[config.mk]
export PLATFORM = sky130hd
export DESIGN_NAME = fieldbus_master_ctrl
export DESIGN_NICKNAME = d
export VERILOG_FILES = /design/src/fieldbus_master_pkg.sv /design/src/telegram_shaper.sv /design/src/led_blinker.sv /design/src/fieldbus_master_ctrl.sv
export SDC_FILE = /design/constraint.sdc
export NUM_CORES = 1
export LEC_CHECK = 0
export ABC_AREA = 0
export ABC_CLOCK_PERIOD_IN_PS = 11250
export BUFFER_PORTS_ARGS = -buffer_cell sky130_fd_sc_hd__buf_2
export CORE_UTILIZATION = 50
export DETAILED_ROUTE_END_ITERATION = 12
export GPL_ROUTABILITY_DRIVEN = 0
export GPL_TIMING_DRIVEN = 0
export HOLD_SLACK_MARGIN = 0.02
export PLACE_DENSITY_LB_ADDON = 0.25
export SKIP_CTS_REPAIR_TIMING = 1
export SYNTH_ARGS = -nofsm -noshare
export SYNTH_HDL_FRONTEND = slang
export SYNTH_SLANG_ARGS = --single-unit
[constraint.sdc]
create_clock -name clk_sys_i -period 11.25 [get_ports clk_sys_i]
set_input_delay 0.5625 -clock clk_sys_i [delete_from_list [all_inputs] [get_ports clk_sys_i]]
set_output_delay 0.5625 -clock clk_sys_i [all_outputs]
set_load 0.02 [all_outputs]
[src/fieldbus_master_pkg.sv]
// Constants, types and register map of the fieldbus master state control.
// Assumes one 40 MHz clock shared with the register port and the link logic.
// Summary of operation
// - After reset the fieldbus section stays inactive with every indicator dark.
// - Once bus parameters are loaded the master goes online and lights the run indicator.
// - While online the master answers probes at its own configured station address.
// - Valid configuration starts cyclic data exchange, shown on the exchange indicator.
// - Software hands over parameters and configuration; behaviour then follows the CPU state.
// - With the CPU stopped the master broadcasts Clear and blinks the exchange indicator.
// - With the CPU stopped, fail-safe slaves get output telegrams of length zero.
// - With the CPU stopped, other slaves get full telegrams with all data bytes zero.
// - With the CPU stopped, slave inputs are still copied into the CPU input area.
// - With the CPU running the master broadcasts Operate and holds the indicator lit.
// - With the CPU running every slave gets a telegram with the latest outputs each cycle.
// - With the CPU running, slave inputs are copied cyclically into the CPU input area.
// - All stations share one bit rate between 9.6 kbit/s and 12 Mbit/s set by the master.
package fieldbus_master_pkg;

    localparam int N_SLAVES  = 8;
    localparam int SLV_W     = 3;
    localparam int ADDR_W    = 8;
    localparam int DATA_W    = 32;
    localparam int STA_W     = 7;
    localparam int LEN_W     = 3;
    localparam int RATE_W    = 4;

    localparam logic [LEN_W-1:0] OUT_BYTES = 3'h4;
    localparam logic [LEN_W-1:0] LEN_ZERO  = 3'h0;

    // Register byte addresses
    localparam logic [ADDR_W-1:0] REG_CTRL     = 8'h00;
    localparam logic [ADDR_W-1:0] REG_STATION  = 8'h04;
    localparam logic [ADDR_W-1:0] REG_RATE     = 8'h08;
    localparam logic [ADDR_W-1:0] REG_SLAVES   = 8'h0c;
    localparam logic [ADDR_W-1:0] REG_STATUS   = 8'h10;
    localparam logic [ADDR_W-1:0] REG_OUT_BASE = 8'h40;
    localparam logic [ADDR_W-1:0] REG_IN_BASE  = 8'h80;
    localparam logic [ADDR_W-1:0] AREA_MASK    = 8'he0;
    localparam int               AREA_LSB     = 2;

    // Control register fields
    localparam int CTRL_PARAMS = 0;
    localparam int CTRL_CONFIG = 1;
    localparam int CTRL_RUN    = 2;

    // Slave register fields
    localparam int SLV_CNT_LSB = 0;
    localparam int SLV_CNT_W   = 4;
    localparam int FS_LSB      = 8;

    // Status register fields
    localparam int ST_ONLINE_BIT = 0;
    localparam int ST_XCHG_BIT   = 1;
    localparam int ST_MODE_BIT   = 2;
    localparam int ST_CYC_LSB    = 8;
    localparam int CYC_W         = 16;

    localparam logic [STA_W-1:0] STATION_RST = 7'h02;

    // Indicator blink timing
    localparam int CLK_HZ          = 40_000_000;
    localparam int BLINK_HALF_MS   = 500;
    localparam int BLINK_HALF_CYC  = (CLK_HZ / 1000) * BLINK_HALF_MS;
    localparam int BLINK_W         = 25;

    typedef enum logic [RATE_W-1:0] {
        RATE_9K6, RATE_19K2, RATE_45K45, RATE_93K75, RATE_187K5,
        RATE_500K, RATE_1M5, RATE_3M, RATE_6M, RATE_12M
    } bit_rate_t;

    typedef enum logic {GC_CLEAR, GC_OPERATE} gc_cmd_t;

    typedef struct packed {
        logic [SLV_W-1:0]  slave;
        logic [LEN_W-1:0]  len;
        logic [DATA_W-1:0] data;
    } telegram_t;

    typedef struct packed {
        logic              valid;
        logic [SLV_W-1:0]  slave;
        logic [DATA_W-1:0] data;
    } rx_word_t;

endpackage

[src/telegram_shaper.sv]
// Output telegram length and data for one slave.
// Purely combinational; the caller registers the result.
`timescale 1ns/1ps
`default_nettype none
module telegram_shaper
    import fieldbus_master_pkg::*;
(
    input  wire logic              run_i,
    input  wire logic              failsafe_i,
    input  wire logic [DATA_W-1:0] out_word_i,
    output logic      [LEN_W-1:0]  len_o,
    output logic      [DATA_W-1:0] data_o
);

    always_comb
    begin
        len_o  = OUT_BYTES;
        data_o = out_word_i;
        if (!run_i)
        begin
            data_o = '0;
            if (failsafe_i)
            begin
                len_o = LEN_ZERO;
            end
        end
    end

endmodule
`default_nettype wire

[src/led_blinker.sv]
// Free-running square wave for a blinking indicator.
// Restarts dark whenever disabled.
`timescale 1ns/1ps
`default_nettype none
module led_blinker
    import fieldbus_master_pkg::*;
#(
    parameter int HALF_CYCLES = BLINK_HALF_CYC
)
(
    input  wire logic clk_sys_i,
    input  wire logic rst_n_i,
    input  wire logic enable_i,
    output logic      blink_o
);

    logic [BLINK_W-1:0] count;

    always_ff @(posedge clk_sys_i or negedge rst_n_i)
    begin
        if (!rst_n_i)
        begin
            count   <= '0;
            blink_o <= 1'b0;
        end
        else if (!enable_i)
        begin
            count   <= '0;
            blink_o <= 1'b0;
        end
        else if (count == BLINK_W'(HALF_CYCLES - 1))
        begin
            count   <= '0;
            blink_o <= ~blink_o;
        end
        else
        begin
            count <= count + 1'b1;
        end
    end

endmodule
`default_nettype wire

[src/fieldbus_master_ctrl.sv]
// Fieldbus master state control: register port, bus cycle sequencer,
// output shaping per slave and input area capture.
// Assumes link logic on the same clock handles framing and bit timing.
//
// The plain strobed port and the placing of the registers were decided locally.
`timescale 1ns/1ps
`default_nettype none
module fieldbus_master_ctrl
    import fieldbus_master_pkg::*;
#(
    parameter int BLINK_HALF = BLINK_HALF_CYC
)
(
    input  wire logic              clk_sys_i,
    input  wire logic              rst_n_i,
    input  wire logic [ADDR_W-1:0] reg_addr_i,
    input  wire logic [DATA_W-1:0] reg_wdata_i,
    input  wire logic              reg_wr_i,
    input  wire logic              reg_rd_i,
    output logic      [DATA_W-1:0] reg_rdata_o,
    output logic                   gc_valid_o,
    output gc_cmd_t                gc_cmd_o,
    input  wire logic              gc_done_i,
    output logic                   tg_valid_o,
    output telegram_t              tg_o,
    input  wire logic              tg_done_i,
    input  wire rx_word_t          rx_i,
    input  wire logic              probe_valid_i,
    input  wire logic [STA_W-1:0]  probe_addr_i,
    output logic                   probe_hit_o,
    output logic                   bus_online_o,
    output bit_rate_t              bit_rate_o,
    output logic                   led_run_o,
    output logic                   data_exchange_indicator_o
);

    typedef enum logic [2:0] {ST_OFF, ST_ONLINE, ST_GLOBAL, ST_SLAVE} state_t;

    state_t                state;
    state_t                next_state;
    logic                  params_loaded;
    logic                  config_valid;
    logic                  cpu_run;
    logic                  cycle_run;
    logic [STA_W-1:0]      station_addr;
    bit_rate_t             rate_sel;
    logic [SLV_CNT_W-1:0]  slave_count;
    logic [N_SLAVES-1:0]   failsafe_mask;
    logic [SLV_W-1:0]      slave_idx;
    logic [SLV_W-1:0]      next_idx;
    logic [CYC_W-1:0]      cycle_count;
    logic [DATA_W-1:0]     out_area [N_SLAVES];
    logic [DATA_W-1:0]     in_area  [N_SLAVES];
    logic                  exchanging;
    logic                  last_slave;
    logic                  next_run;
    logic [LEN_W-1:0]      shaped_len;
    logic [DATA_W-1:0]     shaped_data;
    logic                  blink;
    logic                  area_hit_out;
    logic                  area_hit_in;
    logic [SLV_W-1:0]      area_idx;

    assign exchanging   = (state == ST_GLOBAL) || (state == ST_SLAVE);
    assign last_slave   = ({1'b0, slave_idx} == slave_count - 1'b1);
    assign area_idx     = reg_addr_i[AREA_LSB +: SLV_W];
    assign area_hit_out = (reg_addr_i & AREA_MASK) == REG_OUT_BASE;
    assign area_hit_in  = (reg_addr_i & AREA_MASK) == REG_IN_BASE;
    // Telegrams keep the mode latched when their bus cycle opened
    assign next_run     = cycle_run;

    // Register writes from software
    always_ff @(posedge clk_sys_i or negedge rst_n_i)
    begin
        if (!rst_n_i)
        begin
            params_loaded <= 1'b0;
            config_valid  <= 1'b0;
            cpu_run       <= 1'b0;
            station_addr  <= STATION_RST;
            rate_sel      <= RATE_9K6;
            slave_count   <= '0;
            failsafe_mask <= '0;
        end
        else if (reg_wr_i)
        begin
            case (reg_addr_i)
                REG_CTRL:
                begin
                    params_loaded <= reg_wdata_i[CTRL_PARAMS];
                    config_valid  <= reg_wdata_i[CTRL_CONFIG];
                    cpu_run       <= reg_wdata_i[CTRL_RUN];
                end
                REG_STATION: station_addr <= reg_wdata_i[STA_W-1:0];
                REG_RATE:
                begin
                    if (reg_wdata_i[RATE_W-1:0] <= RATE_12M)
                    begin
                        rate_sel <= bit_rate_t'(reg_wdata_i[RATE_W-1:0]);
                    end
                end
                REG_SLAVES:
                begin
                    slave_count   <= reg_wdata_i[SLV_CNT_LSB +: SLV_CNT_W];
                    failsafe_mask <= reg_wdata_i[FS_LSB +: N_SLAVES];
                end
                default: ;
            endcase
        end
    end

    // CPU output area
    always_ff @(posedge clk_sys_i)
    begin
        if (reg_wr_i && area_hit_out)
        begin
            out_area[area_idx] <= reg_wdata_i;
        end
    end

    // Slave inputs land in the CPU input area in either CPU state
    always_ff @(posedge clk_sys_i)
    begin
        if (exchanging && rx_i.valid)
        begin
            in_area[rx_i.slave] <= rx_i.data;
        end
    end

    // Register reads, answered one cycle later
    always_ff @(posedge clk_sys_i or negedge rst_n_i)
    begin
        if (!rst_n_i)
        begin
            reg_rdata_o <= '0;
        end
        else if (reg_rd_i)
        begin
            reg_rdata_o <= '0;
            if (area_hit_out)
            begin
                reg_rdata_o <= out_area[area_idx];
            end
            else if (area_hit_in)
            begin
                reg_rdata_o <= in_area[area_idx];
            end
            else
            begin
                case (reg_addr_i)
                    REG_CTRL:
                    begin
                        reg_rdata_o[CTRL_PARAMS] <= params_loaded;
                        reg_rdata_o[CTRL_CONFIG] <= config_valid;
                        reg_rdata_o[CTRL_RUN]    <= cpu_run;
                    end
                    REG_STATION: reg_rdata_o[STA_W-1:0] <= station_addr;
                    REG_RATE:    reg_rdata_o[RATE_W-1:0] <= rate_sel;
                    REG_SLAVES:
                    begin
                        reg_rdata_o[SLV_CNT_LSB +: SLV_CNT_W] <= slave_count;
                        reg_rdata_o[FS_LSB +: N_SLAVES]       <= failsafe_mask;
                    end
                    REG_STATUS:
                    begin
                        reg_rdata_o[ST_ONLINE_BIT]       <= (state != ST_OFF);
                        reg_rdata_o[ST_XCHG_BIT]         <= exchanging;
                        reg_rdata_o[ST_MODE_BIT]         <= cycle_run;
                        reg_rdata_o[ST_CYC_LSB +: CYC_W] <= cycle_count;
                    end
                    default: ;
                endcase
            end
        end
    end

    // Bus cycle sequencer
    always_comb
    begin
        next_state = state;
        next_idx   = slave_idx;
        case (state)
            ST_OFF:
            begin
                if (params_loaded)
                begin
                    next_state = ST_ONLINE;
                end
            end
            ST_ONLINE:
            begin
                if (!params_loaded)
                begin
                    next_state = ST_OFF;
                end
                else if (config_valid && (slave_count != '0))
                begin
                    next_state = ST_GLOBAL;
                end
            end
            ST_GLOBAL:
            begin
                if (gc_valid_o && gc_done_i)
                begin
                    next_state = ST_SLAVE;
                    next_idx   = '0;
                end
            end
            ST_SLAVE:
            begin
                if (tg_valid_o && tg_done_i)
                begin
                    if (!params_loaded)
                    begin
                        next_state = ST_OFF;
                    end
                    else if (!config_valid || (slave_count == '0))
                    begin
                        next_state = ST_ONLINE;
                    end
                    else if (last_slave)
                    begin
                        next_state = ST_GLOBAL;
                    end
                    else
                    begin
                        next_idx = slave_idx + 1'b1;
                    end
                end
            end
            default: next_state = ST_OFF;
        endcase
    end

    always_ff @(posedge clk_sys_i or negedge rst_n_i)
    begin
        if (!rst_n_i)
        begin
            state     <= ST_OFF;
            slave_idx <= '0;
        end
        else
        begin
            state     <= next_state;
            slave_idx <= next_idx;
        end
    end

    // CPU state is sampled only when a new bus cycle opens
    always_ff @(posedge clk_sys_i or negedge rst_n_i)
    begin
        if (!rst_n_i)
        begin
            cycle_run   <= 1'b0;
            cycle_count <= '0;
        end
        else if ((next_state == ST_GLOBAL) && (state != ST_GLOBAL))
        begin
            cycle_run   <= cpu_run;
            cycle_count <= cycle_count + 1'b1;
        end
    end

    telegram_shaper u_shaper (
        .run_i      (next_run),
        .failsafe_i (failsafe_mask[next_idx]),
        .out_word_i (out_area[next_idx]),
        .len_o      (shaped_len),
        .data_o     (shaped_data)
    );

    // Broadcast and telegram requests to the link
    always_ff @(posedge clk_sys_i or negedge rst_n_i)
    begin
        if (!rst_n_i)
        begin
            gc_valid_o <= 1'b0;
            gc_cmd_o   <= GC_CLEAR;
            tg_valid_o <= 1'b0;
            tg_o       <= '0;
        end
        else
        begin
            gc_valid_o <= (next_state == ST_GLOBAL);
            if ((next_state == ST_GLOBAL) && (state != ST_GLOBAL))
            begin
                gc_cmd_o <= cpu_run ? GC_OPERATE : GC_CLEAR;
            end
            tg_valid_o <= (next_state == ST_SLAVE);
            if ((next_state == ST_SLAVE) && !(tg_valid_o && !tg_done_i))
            begin
                tg_o.slave <= next_idx;
                tg_o.len   <= shaped_len;
                tg_o.data  <= shaped_data;
            end
        end
    end

    led_blinker #(
        .HALF_CYCLES (BLINK_HALF)
    ) u_blink (
        .clk_sys_i (clk_sys_i),
        .rst_n_i   (rst_n_i),
        .enable_i  (exchanging && !cycle_run),
        .blink_o   (blink)
    );

    // Indicators, station address probe and line settings
    always_ff @(posedge clk_sys_i or negedge rst_n_i)
    begin
        if (!rst_n_i)
        begin
            led_run_o                 <= 1'b0;
            data_exchange_indicator_o <= 1'b0;
            probe_hit_o               <= 1'b0;
            bus_online_o              <= 1'b0;
            bit_rate_o                <= RATE_9K6;
        end
        else
        begin
            led_run_o    <= (state != ST_OFF);
            bus_online_o <= (state != ST_OFF);
            bit_rate_o   <= rate_sel;
            data_exchange_indicator_o <= exchanging && (cycle_run || blink);
            probe_hit_o  <= (state != ST_OFF) && probe_valid_i
                            && (probe_addr_i == station_addr);
        end
    end

    a_dark_offline: assert property (@(posedge clk_sys_i) disable iff (!rst_n_i)
        (state == ST_OFF) |=> !led_run_o && !data_exchange_indicator_o)
        else $error("indicator lit while fieldbus inactive");

    a_online_run_led: assert property (@(posedge clk_sys_i) disable iff (!rst_n_i)
        (state == ST_OFF) && params_loaded |=> ##1 led_run_o)
        else $error("run indicator not lit after going online");

    a_probe_answer: assert property (@(posedge clk_sys_i) disable iff (!rst_n_i)
        (state != ST_OFF) && probe_valid_i && (probe_addr_i == station_addr)
        |=> probe_hit_o)
        else $error("own station address not answered");

    a_exchange_start: assert property (@(posedge clk_sys_i) disable iff (!rst_n_i)
        (state == ST_ONLINE) && params_loaded && config_valid && (slave_count != '0)
        |=> gc_valid_o)
        else $error("valid configuration did not start exchange");

    a_clear_when_stop: assert property (@(posedge clk_sys_i) disable iff (!rst_n_i)
        gc_valid_o && !cycle_run |-> gc_cmd_o == GC_CLEAR)
        else $error("clear not sent while stopped");

    a_operate_when_run: assert property (@(posedge clk_sys_i) disable iff (!rst_n_i)
        gc_valid_o && cycle_run |-> gc_cmd_o == GC_OPERATE)
        else $error("operate not sent while running");

    a_led_steady_run: assert property (@(posedge clk_sys_i) disable iff (!rst_n_i)
        exchanging && cycle_run && $stable(cycle_run) |=> data_exchange_indicator_o)
        else $error("exchange indicator not steady while running");

    a_failsafe_len: assert property (@(posedge clk_sys_i) disable iff (!rst_n_i)
        tg_valid_o && !cycle_run && failsafe_mask[tg_o.slave] && $stable(failsafe_mask)
        |-> tg_o.len == LEN_ZERO)
        else $error("fail-safe slave got outputs while stopped");

    a_stop_zero_data: assert property (@(posedge clk_sys_i) disable iff (!rst_n_i)
        tg_valid_o && !cycle_run |-> tg_o.data == '0)
        else $error("output data not forced to zero while stopped");

    a_run_full_len: assert property (@(posedge clk_sys_i) disable iff (!rst_n_i)
        tg_valid_o && cycle_run |-> tg_o.len == OUT_BYTES)
        else $error("short telegram while running");

    a_mode_per_cycle: assert property (@(posedge clk_sys_i) disable iff (!rst_n_i)
        (state == ST_SLAVE) && (next_state == ST_SLAVE) |=> $stable(cycle_run))
        else $error("mode changed inside a bus cycle");

    c_stop_cycle: cover property (@(posedge clk_sys_i) disable iff (!rst_n_i)
        gc_valid_o && gc_done_i && (gc_cmd_o == GC_CLEAR));

    c_run_cycle: cover property (@(posedge clk_sys_i) disable iff (!rst_n_i)
        gc_valid_o && gc_done_i && (gc_cmd_o == GC_OPERATE));

    c_failsafe_tg: cover property (@(posedge clk_sys_i) disable iff (!rst_n_i)
        tg_valid_o && tg_done_i && (tg_o.len == LEN_ZERO));

    c_input_copy: cover property (@(posedge clk_sys_i) disable iff (!rst_n_i)
        exchanging && rx_i.valid);

endmodule
`default_nettype wire

==> summary.md <==
| Metric | Value |
|---|---|
| Status | `complete, no violations` |
| Worst Tran Pin Value | `between 1 and 1.5 ns` |
| Clk sink count | `between 600 and 700` |
| Max rail drop VDD | `between 0.1 and 0.15 mV` |
| Total CTS buffers | `between 60 and 70` |
| Register Area | `19,180 um2` |
| Post-DP HPWL | `between 50 and 60 mm` |
| Wire per inst | `approximately 29 um` |
| Leakage power | `roughly 12 nW` |
| Setup Skew | `~0.021 ns` |
| Pre-CTS setup slack | `just under 7 ns` |
| Post-synth ARST share | `22.89%` |
| Clk Latency, worst-skew pair | `a little over 0.6 ns` |
| Syn avg cell area | `around 17 um2` |
| Net count, final | `slightly below 2k` |
| Kind of critical path | `input port to flop` |
| RSZ-0062 raised after global routing | `false` |
| Fin worst setup slack | `7.283 ns` |
| # DRC | `0` |
| Max Cap Viol | `0` |
| PD cells | `around 160 nW/um2` |
| GRT overflow | `0` |
| Layout cells sized above 1 | `roughly 27%` |
| # H-tree levels | `3` |
| Pin count of the biggest net entering global routing | `between 70 and 80` |
| CTS tree | `done` |
| DIE AREA | `57,200 um2` |
| Worst-case clock buffer depth | `3` |
| TNS Setup | `0 ns` |
| Final min period | `roughly 4 ns` |
| DRT Pass-1 Iters | `7` |
| Tcrit/Tclk final | `about a third` |
| Num ports | `approximately 170` |
| Final wirelength | `between 70 and 80 mm` |
| Clk root buf | `clkbuf_16` |
| Synth Cell Area | `28,120 um2` |
| Relative slew slack | `roughly 14%` |
| Core Rows | `86` |
| Layout area overhead | `16.63%` |
| Vias per cell | `between 6 and 7` |
| #FFs+latches synth | `~660` |
| WP data arrival | `between 4 and 5 ns` |
| Crit path launch type | `input port` |
| Crit-path max FO | `10` |
| HP Class | `input port to flop` |
| Slew Limit Fails | `0` |
| Final Hold Viols | `0` |
| Vias in the first global route | `16.86k` |
| Synth warn | `0` |
| Area of the multi-input gates | `8549 um2` |
| Detailed Route Iter0 Violations | `approximately 2.1k` |
| Critical path endpoint category | `flop` |
| EDFF count, synth | `approximately 500` |
| CTS clock-pin slew for the worst setup and hold paths | `0.06 ns` |
| Max Fclk | `between 200 and 300 MHz` |
| CORE AREA | `around 55,000 um2` |
| Worst Path Required | `roughly 12 ns` |
| Final ANT Viol Nets | `0` |
| Ys flop type | `edfxtp_1` |
| Post-Synthesis Cells | `roughly 1.6k` |
| Starting density of the core | `about half` |
| Final Setup Violations | `0` |
| Unique masters post-synth | `60` |
| Die Ht | `between 200 and 250 um` |
| Chip width | `239.2 um` |
| Commonest non-fill, non-tap cell in the layout | `edfxtp_1` |
| Global Route Usage Sum | `roughly 28%` |
| Register area share after synthesis | `68.20%` |
| DR vias | `16.98k` |
| # fillers | `around 4.2k` |
| Most frequent cells in the layout | `edfxtp_1, buf_2, mux2i_1, dfrtp_1, mux4_2` |
| Initial antenna violation count | `11` |
| First-pass GRT wire length | `between 100 and 150 mm` |
| Port bufs | `~170` |
==> registers in the layout (all words and copies together) (netlist names), 3 cells and up <==
signal         flops
bit_rate_o         4
cycle_count       16
failsafe_mask      8
in_area          256
out_area         256
rate_sel           4
reg_rdata_o       32
slave_count        4
slave_idx          3
state              3
station_addr       7
tg_o              36
u_blink.count     25
==> cell type report <==
| cell class | count | area share (%) |
|---|---|---|
| Multi-Input combinational cell | 840 | 26.06 |
| Tap cell | 748 | 2.853 |
| Inverter | 15 | 0.1717 |
| Buffer | 100 | 1.392 |
| Sequential cell | 664 | 58.47 |
| Clock buffer | 97 | 5.931 |
| Clock inverter | 29 | 1.053 |
| Antenna cell | 2 | 0.01526 |
| Timing Repair Buffer | 195 | 4.047 |
==> where the power goes <==
| part | leakage, nW | switching (mW) | internal, mW | total, mW |
|---|---|---|---|---|
| Sequential | 6.61 | 0.0245 | 2.67 | 2.69 |
| Clock | 1.11 | 0.944 | 1.37 | 2.32 |
| Combinational | 4.65 | 0.189 | 0.114 | 0.303 |
==> metrics by stage <==
stage	utilization, %	std cells	power [mW]	cell area [um2]	hold WS (ns)
6_report	59.31	2690	5.314	32800	0.2005
5_1_grt	59.30	2689	5.445	32800	0.1859
4_1_cts	59.28	2687	5.334	32790	-0.005153
3_5_place_dp	55.14	2561	3.045	30500	0.3987
2_1_floorplan	-	1619	2.898	28130	0.2669
3_3_place_gp	54.05	2532	3.033	29890	0.3941
==> cell families (layout without fill, tap and decap cells) <==
group                      after synthesis  in the layout  share of synthesized area [%]
other                                    1              5                        0.01333
buffers and inverters                  115            436                          1.824
muxes                                  355            355                          18.63
and+or+nand+nor                        213            213                          3.661
adders and majority gates                5              5                         0.2224
DFF                                    664            664                          68.20
xor gates and xnor gates                49             49                          1.526
AOI/OAI and AO/OA                      215            215                          5.930
==> critical path: stages <==
cell and delay (ns):
clkbuf_1 0.47, clkbuf_1 0.75, clkbuf_1 0.76, nand3_1 0.52, nor3_2 0.61, buf_6 0.25, buf_8 0.17, buf_6 0.16
==> final timing paths <==
path                                startpoint         endpoint  slack, ns  depth (start not counted)
worst min register to register     rate_sel[0]    bit_rate_o[0]       0.42                          0
max in group asynchronous              rst_n_i  station_addr[1]       9.81                          3
worst max-delay path             reg_addr_i[4]  out_area[4][18]       7.28                          8
worst min-delay path             probe_valid_i      probe_hit_o       0.20                          3
worst max register to register  slave_count[0]         tg_o[18]       7.49                         10
min in group asynchronous              rst_n_i         tg_o[11]       0.53                          2
==> cell usage after synthesis (all sizes together) (10+ instances only) <==
master / number / area (um2)
buf: 60 / 306.5
nand3: 21 / 105.1
nand2: 37 / 138.9
mux4: 131 / 2950
nor3: 21 / 110.1
dfrtp: 151 / 3779
a21oi: 30 / 153.9
o21a: 14 / 105.1
xnor2: 28 / 245.2
edfxtp: 512 / 15370
clkbuf: 40 / 150.1
a22oi: 70 / 525.5
xor2: 21 / 183.9
o22ai: 11 / 68.82
inv: 15 / 56.30
o211ai: 10 / 75.07
a32o: 32 / 320.3
nor2: 75 / 281.5
mux2: 37 / 416.7
mux2i: 187 / 1872
==> layer usage <==
layer | vias to the layer above | part of all wire, % | global-route usage, %
met2 | 900 | 47 | 43.97
li1 | 7073 | - | -
met1 | 8797 | 40 | 38.47
met3 | 191 | 9.3 | 6.604
met4 | 18 | 3.9 | 10.92
met5 | - | 0.13 | 0
(Power assumes the default switching activity.)
